File: config.mk
export PLATFORM = sky130hd
export DESIGN_NAME = socket_force_event_logic
export DESIGN_NICKNAME = d
export VERILOG_FILES = /design/src/socket_force_pkg.sv /design/src/pin_sync.sv /design/src/socket_force_event_logic.sv
export SDC_FILE = /design/constraint.sdc
export NUM_CORES = 1
export LEC_CHECK = 0
export ABC_AREA = 1
export BUFFER_PORTS_ARGS = -buffer_cell sky130_fd_sc_hd__buf_2
export CORE_MARGIN = 2
export CORE_UTILIZATION = 30
export DETAILED_ROUTE_END_ITERATION = 6
export SLEW_MARGIN = 20
export SYNTH_ARGS = -nofsm -noshare
export SYNTH_HDL_FRONTEND = slang
export SYNTH_SLANG_ARGS = --single-unit
File: constraint.sdc
create_clock -name clock -period 3.5 [get_ports clock]
set_clock_uncertainty 0.2 [all_clocks]
set_input_delay 0.175 -clock clock [delete_from_list [all_inputs] [get_ports clock]]
set_output_delay 0.175 -clock clock [all_outputs]
set_load 0.02 [all_outputs]
File: src/socket_force_pkg.sv
package socket_force_pkg;
  localparam int ADDR_W = 8;
  localparam logic [7:0] EVENT_REG_OFFSET = 8'h00;
  localparam logic [7:0] PRESENT_REG_OFFSET = 8'h08;
  localparam logic [7:0] INJECT_OFFSET = 8'h0C;
  localparam logic [7:0] IRQ_STATUS_OFFSET = 8'h40;
  localparam logic [7:0] IRQ_MASK_OFFSET = 8'h44;
  localparam logic [7:0] STATE_OFFSET = 8'h48;
  // force register field positions
  localparam int REINTERROGATE_BIT = 14;
  localparam int VOLT_HI_BIT = 13;
  localparam int VOLT_LO_BIT = 10;
  localparam int PRESENT_HI_BIT = 13;
  localparam int PRESENT_MID_BIT = 7;
  localparam int CARD_TYPE_HI_BIT = 5;
  localparam int CARD_TYPE_LO_BIT = 4;
  localparam int EVENT_HI_BIT = 3;
  // present-state target order: 0 sixteen-bit, 1 cardbus, 2 unknown, 3 loss,
  // 4 invalid supply, 5 five volt, 6 three volt, 7 xx volt, 8 yy volt
  localparam int PRESENT_N = 9;
  // event target order: 0 status change, 1 detect one, 2 detect two, 3 power cycle
  localparam int EVENT_N = 4;
  // interrupt status and mask layout
  localparam int IRQ_N = 4;
  localparam int IRQ_PRESENT_FORCED = 0;
  localparam int IRQ_EVENT_FORCED = 1;
  localparam int IRQ_POWER_DISABLED = 2;
  localparam int IRQ_INTERROGATED = 3;
  localparam logic [IRQ_N-1:0] IRQ_MASK_RESET = 4'h0;
  // state register layout
  localparam int STATE_POWER_EN = 0;
  localparam int STATE_BUSY = 1;
  localparam int STATE_PME = 2;
  localparam logic POWER_EN_RESET = 1'b1;
  localparam logic PIN_RESET_VALUE = 1'b0;
  typedef enum logic [1:0] {
    IQ_IDLE = 2'b00,
    IQ_START = 2'b01,
    IQ_WAIT = 2'b10
  } interrogate_state_t;
endpackage

File: src/pin_sync.sv
`timescale 1ns/1ps
module pin_sync #(
  parameter logic RESET_VALUE = 1'b0
) (
  input wire logic clock,
  input wire logic rst_n,
  input wire logic pin,
  output logic level
);
  logic stage1_reg;
  logic stage2_reg;
  logic stage3_reg;
  logic level_reg;

  // stage1 only feeds stage2; the filter looks at stages 2 and 3
  always_ff @(posedge clock or negedge rst_n) begin
    if (!rst_n) begin
      stage1_reg <= RESET_VALUE;
      stage2_reg <= RESET_VALUE;
      stage3_reg <= RESET_VALUE;
    end else begin
      stage1_reg <= pin;
      stage2_reg <= stage1_reg;
      stage3_reg <= stage2_reg;
    end
  end

  // a change counts only once two settled stages agree
  always_ff @(posedge clock or negedge rst_n) begin
    if (!rst_n) begin
      level_reg <= RESET_VALUE;
    end else if (stage2_reg == stage3_reg) begin
      level_reg <= stage3_reg;
    end
  end

  assign level = level_reg;
endmodule // pin_sync

File: src/socket_force_event_logic.sv
// Chosen here: the address-and-strobe port.
`timescale 1ns/1ps
module socket_force_event_logic (
  input wire logic clock,
  input wire logic rst_n,
  input wire logic [socket_force_pkg::ADDR_W-1:0] addr,
  input wire logic [31:0] wdata,
  input wire logic wr_strobe,
  input wire logic rd_strobe,
  output logic [31:0] rdata,
  input wire logic global_reset_in,
  input wire logic bus_reset_in,
  input wire logic pme_enable,
  input wire logic interrogate_done,
  output logic [socket_force_pkg::PRESENT_N-1:0] present_force_strobe,
  output logic [socket_force_pkg::PRESENT_N-1:0] present_force_value,
  output logic [socket_force_pkg::EVENT_N-1:0] event_force_strobe,
  output logic [socket_force_pkg::EVENT_N-1:0] event_force_value,
  output logic interrogate_start,
  output logic power_control_enable,
  output logic context_clear,
  output logic irq
);

  localparam int PN = socket_force_pkg::PRESENT_N;
  localparam int EN = socket_force_pkg::EVENT_N;
  localparam int IN = socket_force_pkg::IRQ_N;

  // flags bound for the present-state register, in target order
  function automatic logic [PN-1:0] present_field(input logic [31:0] data);
    present_field = {data[socket_force_pkg::PRESENT_HI_BIT:socket_force_pkg::PRESENT_MID_BIT],
                     data[socket_force_pkg::CARD_TYPE_HI_BIT:socket_force_pkg::CARD_TYPE_LO_BIT]};
  endfunction

  // flags bound for the event register, in target order
  function automatic logic [EN-1:0] event_field(input logic [31:0] data);
    event_field = data[socket_force_pkg::EVENT_HI_BIT:0];
  endfunction

  // any forced voltage capability written as one
  function automatic logic volt_forced(input logic [31:0] data);
    volt_forced = |data[socket_force_pkg::VOLT_HI_BIT:socket_force_pkg::VOLT_LO_BIT];
  endfunction

  function automatic logic hit(input logic [socket_force_pkg::ADDR_W-1:0] a,
                               input logic [7:0] offset);
    hit = (a == offset);
  endfunction

  logic global_level;
  logic bus_level;
  logic inject_write;
  logic status_read;
  logic mask_write;
  logic trigger;
  logic context_clear_reg;
  logic [PN-1:0] present_bits;
  logic [EN-1:0] event_bits;
  logic [PN-1:0] present_strobe_reg;
  logic [socket_force_pkg::VOLT_HI_BIT-socket_force_pkg::VOLT_LO_BIT:0] volt_value_reg;
  logic invalid_supply_value_reg;
  logic [1:0] loss_unknown_value_reg;
  logic [1:0] card_type_value_reg;
  logic [EN-1:0] event_strobe_reg;
  logic power_event_value_reg;
  logic detect_two_value_reg;
  logic detect_one_value_reg;
  logic status_event_value_reg;
  logic power_enable_reg;
  logic start_reg;
  logic interrogated;
  socket_force_pkg::interrogate_state_t state_reg;
  socket_force_pkg::interrogate_state_t state_next;
  logic [IN-1:0] status_reg;
  logic [IN-1:0] status_next;
  logic [IN-1:0] status_set;
  logic [IN-1:0] mask_reg;
  logic irq_reg;
  logic [31:0] read_value;
  logic [31:0] rdata_reg;

  // reset pins come from outside the clock domain
  pin_sync #(
    .RESET_VALUE(socket_force_pkg::PIN_RESET_VALUE)
  ) global_sync (
    .clock(clock),
    .rst_n(rst_n),
    .pin(global_reset_in),
    .level(global_level)
  );

  pin_sync #(
    .RESET_VALUE(socket_force_pkg::PIN_RESET_VALUE)
  ) bus_sync (
    .clock(clock),
    .rst_n(rst_n),
    .pin(bus_reset_in),
    .level(bus_level)
  );

  assign inject_write = wr_strobe && hit(addr, socket_force_pkg::INJECT_OFFSET);
  assign status_read = rd_strobe && hit(addr, socket_force_pkg::IRQ_STATUS_OFFSET);
  assign mask_write = wr_strobe && hit(addr, socket_force_pkg::IRQ_MASK_OFFSET);
  assign trigger = inject_write && wdata[socket_force_pkg::REINTERROGATE_BIT];
  assign interrogated = (state_reg == socket_force_pkg::IQ_WAIT) && interrogate_done;

  always_ff @(posedge clock or negedge rst_n) begin
    if (!rst_n) begin
      context_clear_reg <= 1'b0;
    end else begin
      context_clear_reg <= global_level || (bus_level && !pme_enable);
    end
  end

  // fields split here so each target block picks only its own bits; power and status logic decode wdata again
  assign present_bits = present_field(wdata);
  assign event_bits = event_field(wdata);

  always_ff @(posedge clock or negedge rst_n) begin
    if (!rst_n) begin
      present_strobe_reg <= '0;
    end else begin
      present_strobe_reg <= {PN{inject_write}};
    end
  end

  // event strobes keep pace with the present-state strobes
  always_ff @(posedge clock or negedge rst_n) begin
    if (!rst_n) begin
      event_strobe_reg <= '0;
    end else begin
      event_strobe_reg <= {EN{inject_write}};
    end
  end

  // voltage flags
  // values are held only to keep outputs on flip-flops; the strobe says when they count
  always_ff @(posedge clock or negedge rst_n) begin
    if (!rst_n) begin
      volt_value_reg <= '0;
    end else if (inject_write) begin
      volt_value_reg <= present_bits[PN-1:5];
    end
  end

  // invalid supply request takes the written value
  always_ff @(posedge clock or negedge rst_n) begin
    if (!rst_n) begin
      invalid_supply_value_reg <= 1'b0;
    end else if (inject_write) begin
      invalid_supply_value_reg <= present_bits[4];
    end
  end

  always_ff @(posedge clock or negedge rst_n) begin
    if (!rst_n) begin
      loss_unknown_value_reg <= '0;
    end else if (inject_write) begin
      loss_unknown_value_reg <= present_bits[3:2];
    end
  end

  always_ff @(posedge clock or negedge rst_n) begin
    if (!rst_n) begin
      card_type_value_reg <= '0;
    end else if (inject_write) begin
      card_type_value_reg <= present_bits[1:0];
    end
  end

  // power cycle event only; the powered state has no path from here
  always_ff @(posedge clock or negedge rst_n) begin
    if (!rst_n) begin
      power_event_value_reg <= 1'b0;
    end else if (inject_write) begin
      power_event_value_reg <= event_bits[3];
    end
  end

  // second detect event; live detect state untouched
  always_ff @(posedge clock or negedge rst_n) begin
    if (!rst_n) begin
      detect_two_value_reg <= 1'b0;
    end else if (inject_write) begin
      detect_two_value_reg <= event_bits[2];
    end
  end

  // first detect event; live detect state untouched
  always_ff @(posedge clock or negedge rst_n) begin
    if (!rst_n) begin
      detect_one_value_reg <= 1'b0;
    end else if (inject_write) begin
      detect_one_value_reg <= event_bits[1];
    end
  end

  // status change event; live status untouched
  always_ff @(posedge clock or negedge rst_n) begin
    if (!rst_n) begin
      status_event_value_reg <= 1'b0;
    end else if (inject_write) begin
      status_event_value_reg <= event_bits[0];
    end
  end

  always_comb begin
    state_next = state_reg;
    case (state_reg)
      socket_force_pkg::IQ_IDLE: begin
        if (trigger) begin
          state_next = socket_force_pkg::IQ_START;
        end
      end
      socket_force_pkg::IQ_START: begin
        state_next = socket_force_pkg::IQ_WAIT;
      end
      socket_force_pkg::IQ_WAIT: begin
        if (interrogate_done) begin
          state_next = socket_force_pkg::IQ_IDLE;
        end
      end
      default: begin
        state_next = socket_force_pkg::IQ_IDLE;
      end
    endcase
  end

  // a context reset abandons an interrogation in progress
  always_ff @(posedge clock or negedge rst_n) begin
    if (!rst_n) begin
      state_reg <= socket_force_pkg::IQ_IDLE;
    end else if (context_clear_reg) begin
      state_reg <= socket_force_pkg::IQ_IDLE;
    end else begin
      state_reg <= state_next;
    end
  end

  // start pulse to the interrogation logic
  always_ff @(posedge clock or negedge rst_n) begin
    if (!rst_n) begin
      start_reg <= 1'b0;
    end else begin
      start_reg <= !context_clear_reg && (state_next == socket_force_pkg::IQ_START)
                   && (state_reg == socket_force_pkg::IQ_IDLE);
    end
  end

  // forced voltage disables power control
  // a new force wins over a completing interrogation, since it is the later intent
  always_ff @(posedge clock or negedge rst_n) begin
    if (!rst_n) begin
      power_enable_reg <= socket_force_pkg::POWER_EN_RESET;
    end else if (context_clear_reg) begin
      power_enable_reg <= socket_force_pkg::POWER_EN_RESET;
    end else if (inject_write && volt_forced(wdata)) begin
      power_enable_reg <= 1'b0;
    end else if (interrogated) begin
      power_enable_reg <= 1'b1;
    end
  end

  // sticky interrupt events
  always_comb begin
    status_set = '0;
    status_set[socket_force_pkg::IRQ_PRESENT_FORCED] = inject_write;
    status_set[socket_force_pkg::IRQ_EVENT_FORCED] = inject_write && |event_field(wdata);
    status_set[socket_force_pkg::IRQ_POWER_DISABLED] = inject_write && volt_forced(wdata);
    status_set[socket_force_pkg::IRQ_INTERROGATED] = interrogated;
    // set wins over the read that clears
    status_next = (status_read ? '0 : status_reg) | status_set;
  end

  always_ff @(posedge clock or negedge rst_n) begin
    if (!rst_n) begin
      status_reg <= '0;
    end else begin
      status_reg <= status_next;
    end
  end

  always_ff @(posedge clock or negedge rst_n) begin
    if (!rst_n) begin
      mask_reg <= socket_force_pkg::IRQ_MASK_RESET;
    end else if (mask_write) begin
      mask_reg <= wdata[IN-1:0];
    end
  end

  // level output lags the status by one cycle to stay on a flip-flop
  always_ff @(posedge clock or negedge rst_n) begin
    if (!rst_n) begin
      irq_reg <= 1'b0;
    end else begin
      irq_reg <= |(status_reg & mask_reg);
    end
  end

  // read mux; the force register is write-only and reads as zero
  always_comb begin
    read_value = '0;
    case (addr)
      socket_force_pkg::INJECT_OFFSET: begin
        // reserved and write-only bits read zero
        read_value = '0;
      end
      socket_force_pkg::IRQ_STATUS_OFFSET: begin
        read_value[IN-1:0] = status_reg;
      end
      socket_force_pkg::IRQ_MASK_OFFSET: begin
        read_value[IN-1:0] = mask_reg;
      end
      socket_force_pkg::STATE_OFFSET: begin
        read_value[socket_force_pkg::STATE_POWER_EN] = power_enable_reg;
        read_value[socket_force_pkg::STATE_BUSY] = (state_reg != socket_force_pkg::IQ_IDLE);
        read_value[socket_force_pkg::STATE_PME] = pme_enable;
      end
      default: begin
        read_value = '0;
      end
    endcase
  end

  // data stand only in the cycle after the read strobe
  always_ff @(posedge clock or negedge rst_n) begin
    if (!rst_n) begin
      rdata_reg <= '0;
    end else if (rd_strobe) begin
      rdata_reg <= read_value;
    end else begin
      rdata_reg <= '0;
    end
  end

  assign rdata = rdata_reg;
  assign present_force_strobe = present_strobe_reg;
  assign present_force_value = {volt_value_reg, invalid_supply_value_reg, loss_unknown_value_reg, card_type_value_reg};
  assign event_force_strobe = event_strobe_reg;
  assign event_force_value = {power_event_value_reg, detect_two_value_reg, detect_one_value_reg,
                              status_event_value_reg};
  assign interrogate_start = start_reg;
  assign power_control_enable = power_enable_reg;
  assign context_clear = context_clear_reg;
  assign irq = irq_reg;

endmodule // socket_force_event_logic

==> results of run 1 <==
==> per-stage QoR <==
stage               total power [mW]  hold slack, ns  worst slack, ns  instance area, sq um  utilization [%]
finish                          1.01           0.113             2.12                  2520             37.5
global route                    1.07           0.154             2.01                  2520             37.5
CTS                             1.03           0.108             2.10                  2520             37.5
detailed placement             0.619          0.0847             2.00                  2200             32.8
global placement               0.617          0.0833             2.01                  2200             32.8
floorplan                      0.601          -0.321             2.31                  2160                -
==> layer usage <==
layer | track usage (%) | up-vias
li1 | - | 757
met1 | 13.1 | 697
met2 | 20.1 | 48
met3 | 3.05 | 8
met4 | 4.26 | 0
met5 | 0 | -
==> repair_timing <==
action	in CTS	in global routing
hold endpoints to repair	67	0
buffers inserted	0	0
endpoints found under the setup margin	0	0
hold buffers	20	0
==> worst paths after layout <==
check / from / endpoint / slack (ns) / depth (start not counted)
worst max-delay path: power_control_enable / power_control_enable / 2.12 / 1
worst min-delay path: addr[3] / status_reg[2] / 0.11 / 5
worst max register to register: state_reg[1] / rdata[1] / 2.30 / 6
max in group asynchronous: rst_n / event_force_strobe[0] / 2.21 / 2
worst min register to register: global_sync.stage1_reg / global_sync.stage2_reg / 0.15 / 0
min in group asynchronous: rst_n / volt_value_reg[0] / 0.35 / 2
==> power by group through the flow <==
stage / Sequential [mW] / Clock, mW / Combinational [mW]
3_5_place_dp: 0.503 / 0 / 0.116
6_report: 0.494 / 0.388 / 0.132
3_3_place_gp: 0.503 / 0 / 0.114
4_1_cts: 0.494 / 0.403 / 0.133
5_1_grt: 0.497 / 0.424 / 0.148
2_1_floorplan: 0.509 / 0 / 0.0923
==> placed cells by master, fill, tap and decap left out, types with 2 or more instances in the layout <==
master,count
clkbuf_8,5
conb_1,28
inv_2,3
o21ai_2,4
nor2_1,7
o21ai_1,4
buf_2,63
inv_1,19
nand2_1,53
nor2_4,3
clkinv_4,2
o21ai_0,3
dfrtp_1,39
nand3_1,15
nand2_2,9
dlygate4sd3_1,20
maj3_1,2
==> logic make-up (layout without fill, tap and decap cells) <==
family,count (synthesis),after routing,share of synthesized area [%]
compound gates,15,15,4.87
fa+ha+maj,2,2,0.973
buf+inv,71,114,22.3
flops,40,40,48.7
other cells,1,28,0.182
simple gates,95,95,22.9
==> layout make-up <==
class,count,area share (%)
repair buffers,83,20.5
well taps,80,3.97
clock inverters,3,1.89
clock buffers,5,2.73
inverters,23,3.48
flip-flops and latches,40,39.8
multi-input cells,140,27.7
==> reports/qor.yml, run 1 <==
post-route-min-period_ns: 1.38
synth_top_flop_cell: "dfrtp_1"
seq_area_sq_um: 1000
worstMarginPinSlew_ns: 0.881
slew_viol_final: 0
yosys_warnings: 0
drt_iter0_markers: 42
numCtsBuffers: 5
powerDensity_nw_per_um2: 402
vdd_drop_max_mv: 0.165
fin_nets: 341
synth.distinct_cells: 29
clock.fmax_mhz: 722
grt_max_degree: 41
combPwrFrac_pct: 13.0
pin_count: 110
vias_per_cell: 4.04
yosys_register_bits: 40
die_width_um: 86.8
root_buffer: "clkbuf_8"
path_cells: "buf_2"
syn2layout_area_growth_pct: 22.4
p_leak_nw: 1.47
multi_input_area_sq_um: 697
topRoutingLayerUsed: "met4"
die-height_um: 86.8
rows: 30
startpoint_type: "flop"
routed_wl_um: 3960
dp_hpwl_um: 2820
cp.arrival_ns: 1.01
initial_core_util_pct: 30.6
wl_met3_um: 181
coreArea_sq_um: 6720
vias: 1510
synth_area_per_cell_sq_um: 9.18
wl_met2_um: 1990
outcome: "complete, no violations"
finalSetupViolCount: 0
end_kind: "output port"
slew_headroom_pct: 41.2
wl_met1_um: 1730
cp_slowest_cell: "dfstp_2"
hold_violations: 0
internal-power_mw: 0.744
synth_edf_count: 0
ys_top_cells_by_area: "dfrtp_1 47%, buf_4 16%, nand2_1 9.7%"
yosysMostFrequentCell: "nand2_1"
grt_use_total_pct: 11.4
clk_pin_slew_ns: 0.08
slowest_delay_ns: 0.55
critPathKind: "reg -> out"
p_sw_mw: 0.270
pwr-share-clk_pct: 38.3
nFillCells: 687
antenna_found_initial: 0
finalCritPeriodShare_pct: 39.6
h-tree-depth: 2
required_ns: 3.12
yosysTopAreaCell: "dfrtp_1"
timing.setup.tns_ns: 0
worstSkewPairLatency_ns: 0.29
hold_class: "in -> reg"
rsz0062_at_grt: "no"
wire_per_inst_um: 10.6
netlist_area_sq_um: 2060
worst-path-buf-inv: 1
cts_tree: "done"
cts_resized: 0
cts.sinks: 40
p_sw_share_pct: 26.6
max_cap_viol_count: 0
drt_first_pass_iters: 4
syn_inst: 224
dpl.cell_count: 346
io_buffers: 63
drive_gt1_share_pct: 33.0
crit_fanout: 3
gp_congestion: 0.804
clockBufferDepth: 2
netlist.area_leader.share_pct: 47.4
grt_pass1_wl_um: 6630
async_flop_share_pct: 100
path_delay_family: "flip-flops"
fin_cells: 374
diodes: 0
sequentialPowerShare_pct: 48.7
netlist_top_cells_count: "53 x nand2_1, 45 x buf_4, 39 x dfrtp_1, 19 x inv_1, 15 x nand3_1"
die_area_sq_um: 7540
grt-ovfl-total: 0
antenna_left: 0
drc_errors: 0
grt_pass1_vias: 1519
seq_area_frac_synth_pct: 48.7
Note: power is estimated with default switching activity, not from simulation.
==> run 2: changes to the inputs <==
clock period = 1.4 ns   (was 3.5 ns; I/O delays follow)
==> run 2 against run 1 <==
  * Flip-flop and latch count is the same
  * Combinational power grew to 2.6 times the previous value
  * Critical endpoint is now volt_value_reg[3]
  * Via count up 0.60%
  * Critical path depth increased by 2
  * Final cell count up 1.3%
  * Register-to-register slack got worse by 2.1 ns
  * First-iteration DRC count grew 21%
  * Die area unchanged
  * Sequential power increased by 150%
  * Power is 140% higher
  * Utilization is 0.69 points higher
  * Worst hold slack worse by 0.096 ns
  * Critical path type is now in -> async
==> reports/qor.yml, run 2 (synthesized netlist as in run 1, its figures left out) <==
outcome: "complete, no violations"
grt-ovfl-total: 0
startpoint_type: "input port"
post-route-min-period_ns: 1.27
combPwrFrac_pct: 14.3
initial_core_util_pct: 30.6
clock.fmax_mhz: 785
finalCritPeriodShare_pct: 91.0
post_cts_buffers: 0
slew_viol_final: 0
grt_use_total_pct: 11.1
clockBufferDepth: 2
p_leak_nw: 1.49
pwr-share-clk_pct: 33.9
io_buffers: 63
pin_count: 110
die-height_um: 86.8
end_kind: "asynchronous set/reset pin"
required_ns: 1.65
fin_nets: 346
hold_violations: 0
root_buffer: "clkbuf_8"
dp_hpwl_um: 2980
vdd_drop_max_mv: 0.465
sequentialPowerShare_pct: 51.7
die_width_um: 86.8
layout_common_cells: "63 x buf_2, 53 x nand2_1, 39 x dfrtp_1"
critPathKind: "in -> async"
drt_first_pass_iters: 4
rsz0062_at_grt: "no"
h-tree-depth: 2
worst_slack_ns: 0.125
finalSetupViolCount: 0
drive_gt1_share_pct: 33.8
p_sw_mw: 0.655
cts_resized: 0
internal-power_mw: 1.73
vias_per_cell: 4.01
coreArea_sq_um: 6720
p_sw_share_pct: 27.4
gp_congestion: 0.780
vias: 1519
routed_wl_um: 3930
post_dp_cell_area_sq_um: 2260
die_area_sq_um: 7540
worstSkewPairLatency_ns: 0.29
antenna_found_initial: 0
drt_iter0_markers: 51
final_common_cell: "buf_2"
antenna_left: 0
numCtsBuffers: 5
timing.setup.tns_ns: 0
grt_max_degree: 20
fin_area_sq_um: 2560
grt_pass1_wl_um: 6470
diodes: 0
powerDensity_nw_per_um2: 931
rows: 30
cp.arrival_ns: 1.53
cts.sinks: 40
wire_per_inst_um: 10.4
post-place-ws_ns: 0.115
crit_fanout: 7
max_cap_viol_count: 0
grt_pass1_vias: 1462
clk_pin_slew_ns: 0.07
cts_tree: "done"
hold_class: "in -> reg"
syn2layout_area_growth_pct: 24.7
drc_errors: 0
## run 2: layer usage
metal  vias to the layer above  share of wire (%)  wire length [um]  GRT usage, %
li1                        768                  -                 -             -
met1                       682                 42              1660          13.0
met4                         0                1.7                66          4.12
met5                         -                  0                 0             0
met2                        60                 50              1990          19.3
met3                         9                5.7               225          3.05
## run 2: worst max-delay path, cell delays in order
cell           delay, ns
dlygate4sd3_1       0.52
buf_2               0.17
dlygate4sd3_1       0.77
## run 2: worst paths after layout
| check | startpoint | end | cells past startpoint | slack, ns |
|---|---|---|---|---|
| hold reg to reg | bus_sync.stage1_reg | bus_sync.stage2_reg | 0 | 0.16 |
| setup reg to reg | state_reg[0] | rdata[1] | 6 | 0.20 |
| hold / removal | addr[3] | status_reg[2] | 5 | 0.02 |
| min in group asynchronous | rst_n | card_type_value_reg[0] | 3 | 0.10 |
| max in group clock | power_control_enable | power_control_enable | 1 | 0.13 |
| setup / recovery | rst_n | volt_value_reg[3] | 3 | 0.13 |
## run 2: layout make-up
class	count	area (sq um)
Clock buffer	6	82.6
Clock inverter	2	15.0
Fill cell	671	4150
Inverter	23	87.6
Multi-Input combinational cell	140	697
Sequential cell	40	1000
Tap cell	80	100
Timing Repair Buffer	88	581
## run 2: timing repair
action | in CTS | in global routing
endpoints found under the hold margin | 71 | 0
hold buffers | 21 | 0
endpoints found under the setup margin | 0 | 0
## run 2: stage by stage
step	hold WS, ns	power [mW]	instances	util (%)
finish	0.0174	2.39	379	38.2
global route	0.0132	2.53	379	38.2
detailed placement	-0.244	1.56	350	33.6
floorplan	-0.426	1.50	251	-
global placement	-0.254	1.55	350	33.6
CTS	0.0145	2.42	379	38.2
## run 2: power by group through the flow
stage	clock [mW]	combinational, mW	sequential, mW
after global placement	0	0.295	1.26
after detailed placement	0	0.301	1.26
after CTS	0.837	0.346	1.24
final	0.810	0.342	1.23
after global routing	0.908	0.379	1.24
after floorplan	0	0.231	1.27
==> run 3: changes to the inputs <==
ABC_AREA = 0   (was 1)
==> run 3 against run 2 <==
  * The run now ends with negative hold slack, negative setup slack left
  * Worst setup slack got worse by 0.20 ns
  * Final cell count fell by 18%
  * Non-clock buffer count rose by 5
  * Utilization rose by 2.1 points
  * Clock power rose by 35%
  * Global-route usage fell by 0.81 points
  * Flip-flop and latch count did not move
  * Critical path type is now in -> reg
  * Largest power group unchanged
==> reports/qor.yml, run 3 <==
slew_viol_final: 0
rows: 29
grt_use_total_pct: 10.3
grt_max_degree: 31
netlist_area_sq_um: 1940
drt_iter0_markers: 20
clockBufferDepth: 2
crit_fanout: 3
finalSetupViolCount: 19
max_cap_viol_count: 0
finalCritPeriodShare_pct: 106
endpoint: "status_reg[1]"
required_ns: 1.38
synth_area_per_cell_sq_um: 12.8
yosysTopAreaCell: "dfrtp_1"
h-tree-depth: 2
synth_xor_area_share_pct: 0
synth_fa_ha_area_share_pct: 1.03
holdWs_ns: -0.152
numCtsBuffers: 5
hold_violations: 13
netlist.area_leader.share_pct: 50.4
die_area_sq_um: 7120
synth_edf_count: 0
synth.area.mux_share_pct: 13.4
io_buffers: 63
ys_top_cells_by_area: "dfrtp_1 50%, buf_4 17%, mux2_2 7.0%"
grt_pass1_wl_um: 5790
yosys_register_bits: 40
worst_slack_ns: -0.0795
gp_congestion: 0.688
reg2reg_from: "mask_reg[0]"
drc_errors: 0
vdd_drop_max_mv: 0.701
layout_common_cells: "62 x buf_2, 39 x dfrtp_1, 28 x conb_1"
violations: "negative hold slack, negative setup slack"
vias_per_cell: 4.07
yosysMostFrequentCell: "buf_4"
p_leak_nw: 1.40
grt_pass1_vias: 1220
antenna_left: 0
fin_area_sq_um: 2540
cts.sinks: 40
startpoint: "wdata[0]"
critPathKind: "in -> reg"
drive_gt1_share_pct: 45.3
reg2reg_to: "rdata[0]"
yosys_warnings: 0
synth-simple-area-share_pct: 10.1
post_dp_cell_area_sq_um: 2180
die-height_um: 84.4
netlist_top_cells_count: "45 x buf_4, 39 x dfrtp_1, 12 x mux2_2"
fin_nets: 279
startpoint_type: "input port"
worstSkewPairLatency_ns: 0.29
grt-ovfl-total: 0
diodes: 0
synth_top_family_by_area: "buffers and inverters"
initial_core_util_pct: 30.7
outcome: "complete, but fails checks"
post_cts_buffers: 0
async_flop_share_pct: 100
root_buffer: "clkbuf_8"
routed_wl_um: 3590
clock.fmax_mhz: 676
vias: 1259
p_total_mw: 2.66
clk_pin_slew_ns: 0.07
die_width_um: 84.4
synth.distinct_cells: 34
rsz0062_at_grt: "yes"
cp.arrival_ns: 1.46
powerDensity_nw_per_um2: 1050
drt_first_pass_iters: 3
rrSetupSlack_ns: 0.23
dp_hpwl_um: 2610
wire_per_inst_um: 11.6
worst_r2r_path_depth: 3
antenna_found_initial: 0
synth_compound_area_share_pct: 4.20
syn_inst: 152
pin_count: 110
seq_area_frac_synth_pct: 51.7
post-route-min-period_ns: 1.48
coreArea_sq_um: 6310
end_kind: "flop"
synth_top_flop_cell: "dfrtp_1"
hold_class: "in -> reg"
final_common_cell: "buf_2"
nFillCells: 621
cts_tree: "done"
syn2layout_area_growth_pct: 31.2
## run 3: cell types whose count changed in the layout (fill, tap and decap cells not counted), moves of 4 or more
cell,before,now
buf_4,2,6
buf_6,0,4
inv_1,19,2
mux2_2,0,8
mux2_4,0,9
mux2i_1,0,5
nand2_1,53,2
nand2_2,9,0
nand3_1,15,1
o21ai_1,4,0
o21ai_2,4,0
## run 3: what timing repair did
| item | 4_1_cts | 5_1_grt |
|---|---|---|
| endpoints found under the setup margin | 23 | 23 |
| gates cloned | 0 | 0 |
| hold buffers | 19 | 1 |
| hold endpoints to repair | 70 | 16 |
| pin swaps | 5 | 0 |
| gates resized for setup | 5 | 3 |
## run 3: logic make-up (layout without fill, tap and decap cells)
group           Yosys count  after routing
fa+ha+maj                 2              2
flops                    40             40
mux                      22             22
simple gates             26             26
buf+inv                  50            103
compound gates           11             11
other cells               1             28
## run 3: cell type report
type,instances,area [sq um],share of cell area [%]
Inverter,2,7.51,0.295
Sequential cell,40,1000,39.4
Timing Repair Buffer,93,623,24.5
Multi-Input combinational cell,89,682,26.8
Tap cell,77,96.3,3.79
Clock buffer,6,72.6,2.85
Clock inverter,2,60.1,2.36
## run 3: worst max-delay path: stages
cell and delay [ns]:
buf_2 0.10, dlygate4sd3_1 0.59, or4_1 0.52, a22o_1 0.19
## run 3: how the worst min path moves through the flow
stage                        start                        to  depth (start not counted)
after floorplan              rst_n            bus_sync.level                          0
after global placement       rst_n    card_type_value_reg[0]                          1
after detailed placement     rst_n  invalid_supply_value_reg                          1
after CTS                 wdata[1]               mask_reg[1]                          2
after global routing      wdata[1]               mask_reg[1]                          2
final                     wdata[1]               mask_reg[1]                          2
## run 3: layer usage
layer | GRT usage, % | wire length, um | share of wire (%)
met4 | 4.04 | 64 | 1.8
met1 | 13.2 | 1590 | 44
met5 | 0 | 0 | 0
met3 | 3.83 | 269 | 7.5
met2 | 15.9 | 1670 | 47
## run 3: through the flow
step	worst slack, ns	instances	TNS, ns	utilization [%]
after detailed placement	-0.436	281	-10.33	34.6
after floorplan	-0.479	179	-9.05	-
after CTS	-0.0469	308	-0.560	40.0
after global placement	-0.422	281	-10.10	34.6
after global routing	-0.0876	309	-1.22	40.3
final	-0.0795	309	-0.723	40.3
## run 3: where the power goes
part           internal [mW]  switching, mW  total (mW)
Combinational          0.146          0.186       0.332
Sequential              1.20         0.0302        1.23
Clock                  0.712          0.382        1.09
Total                   2.06          0.599        2.66
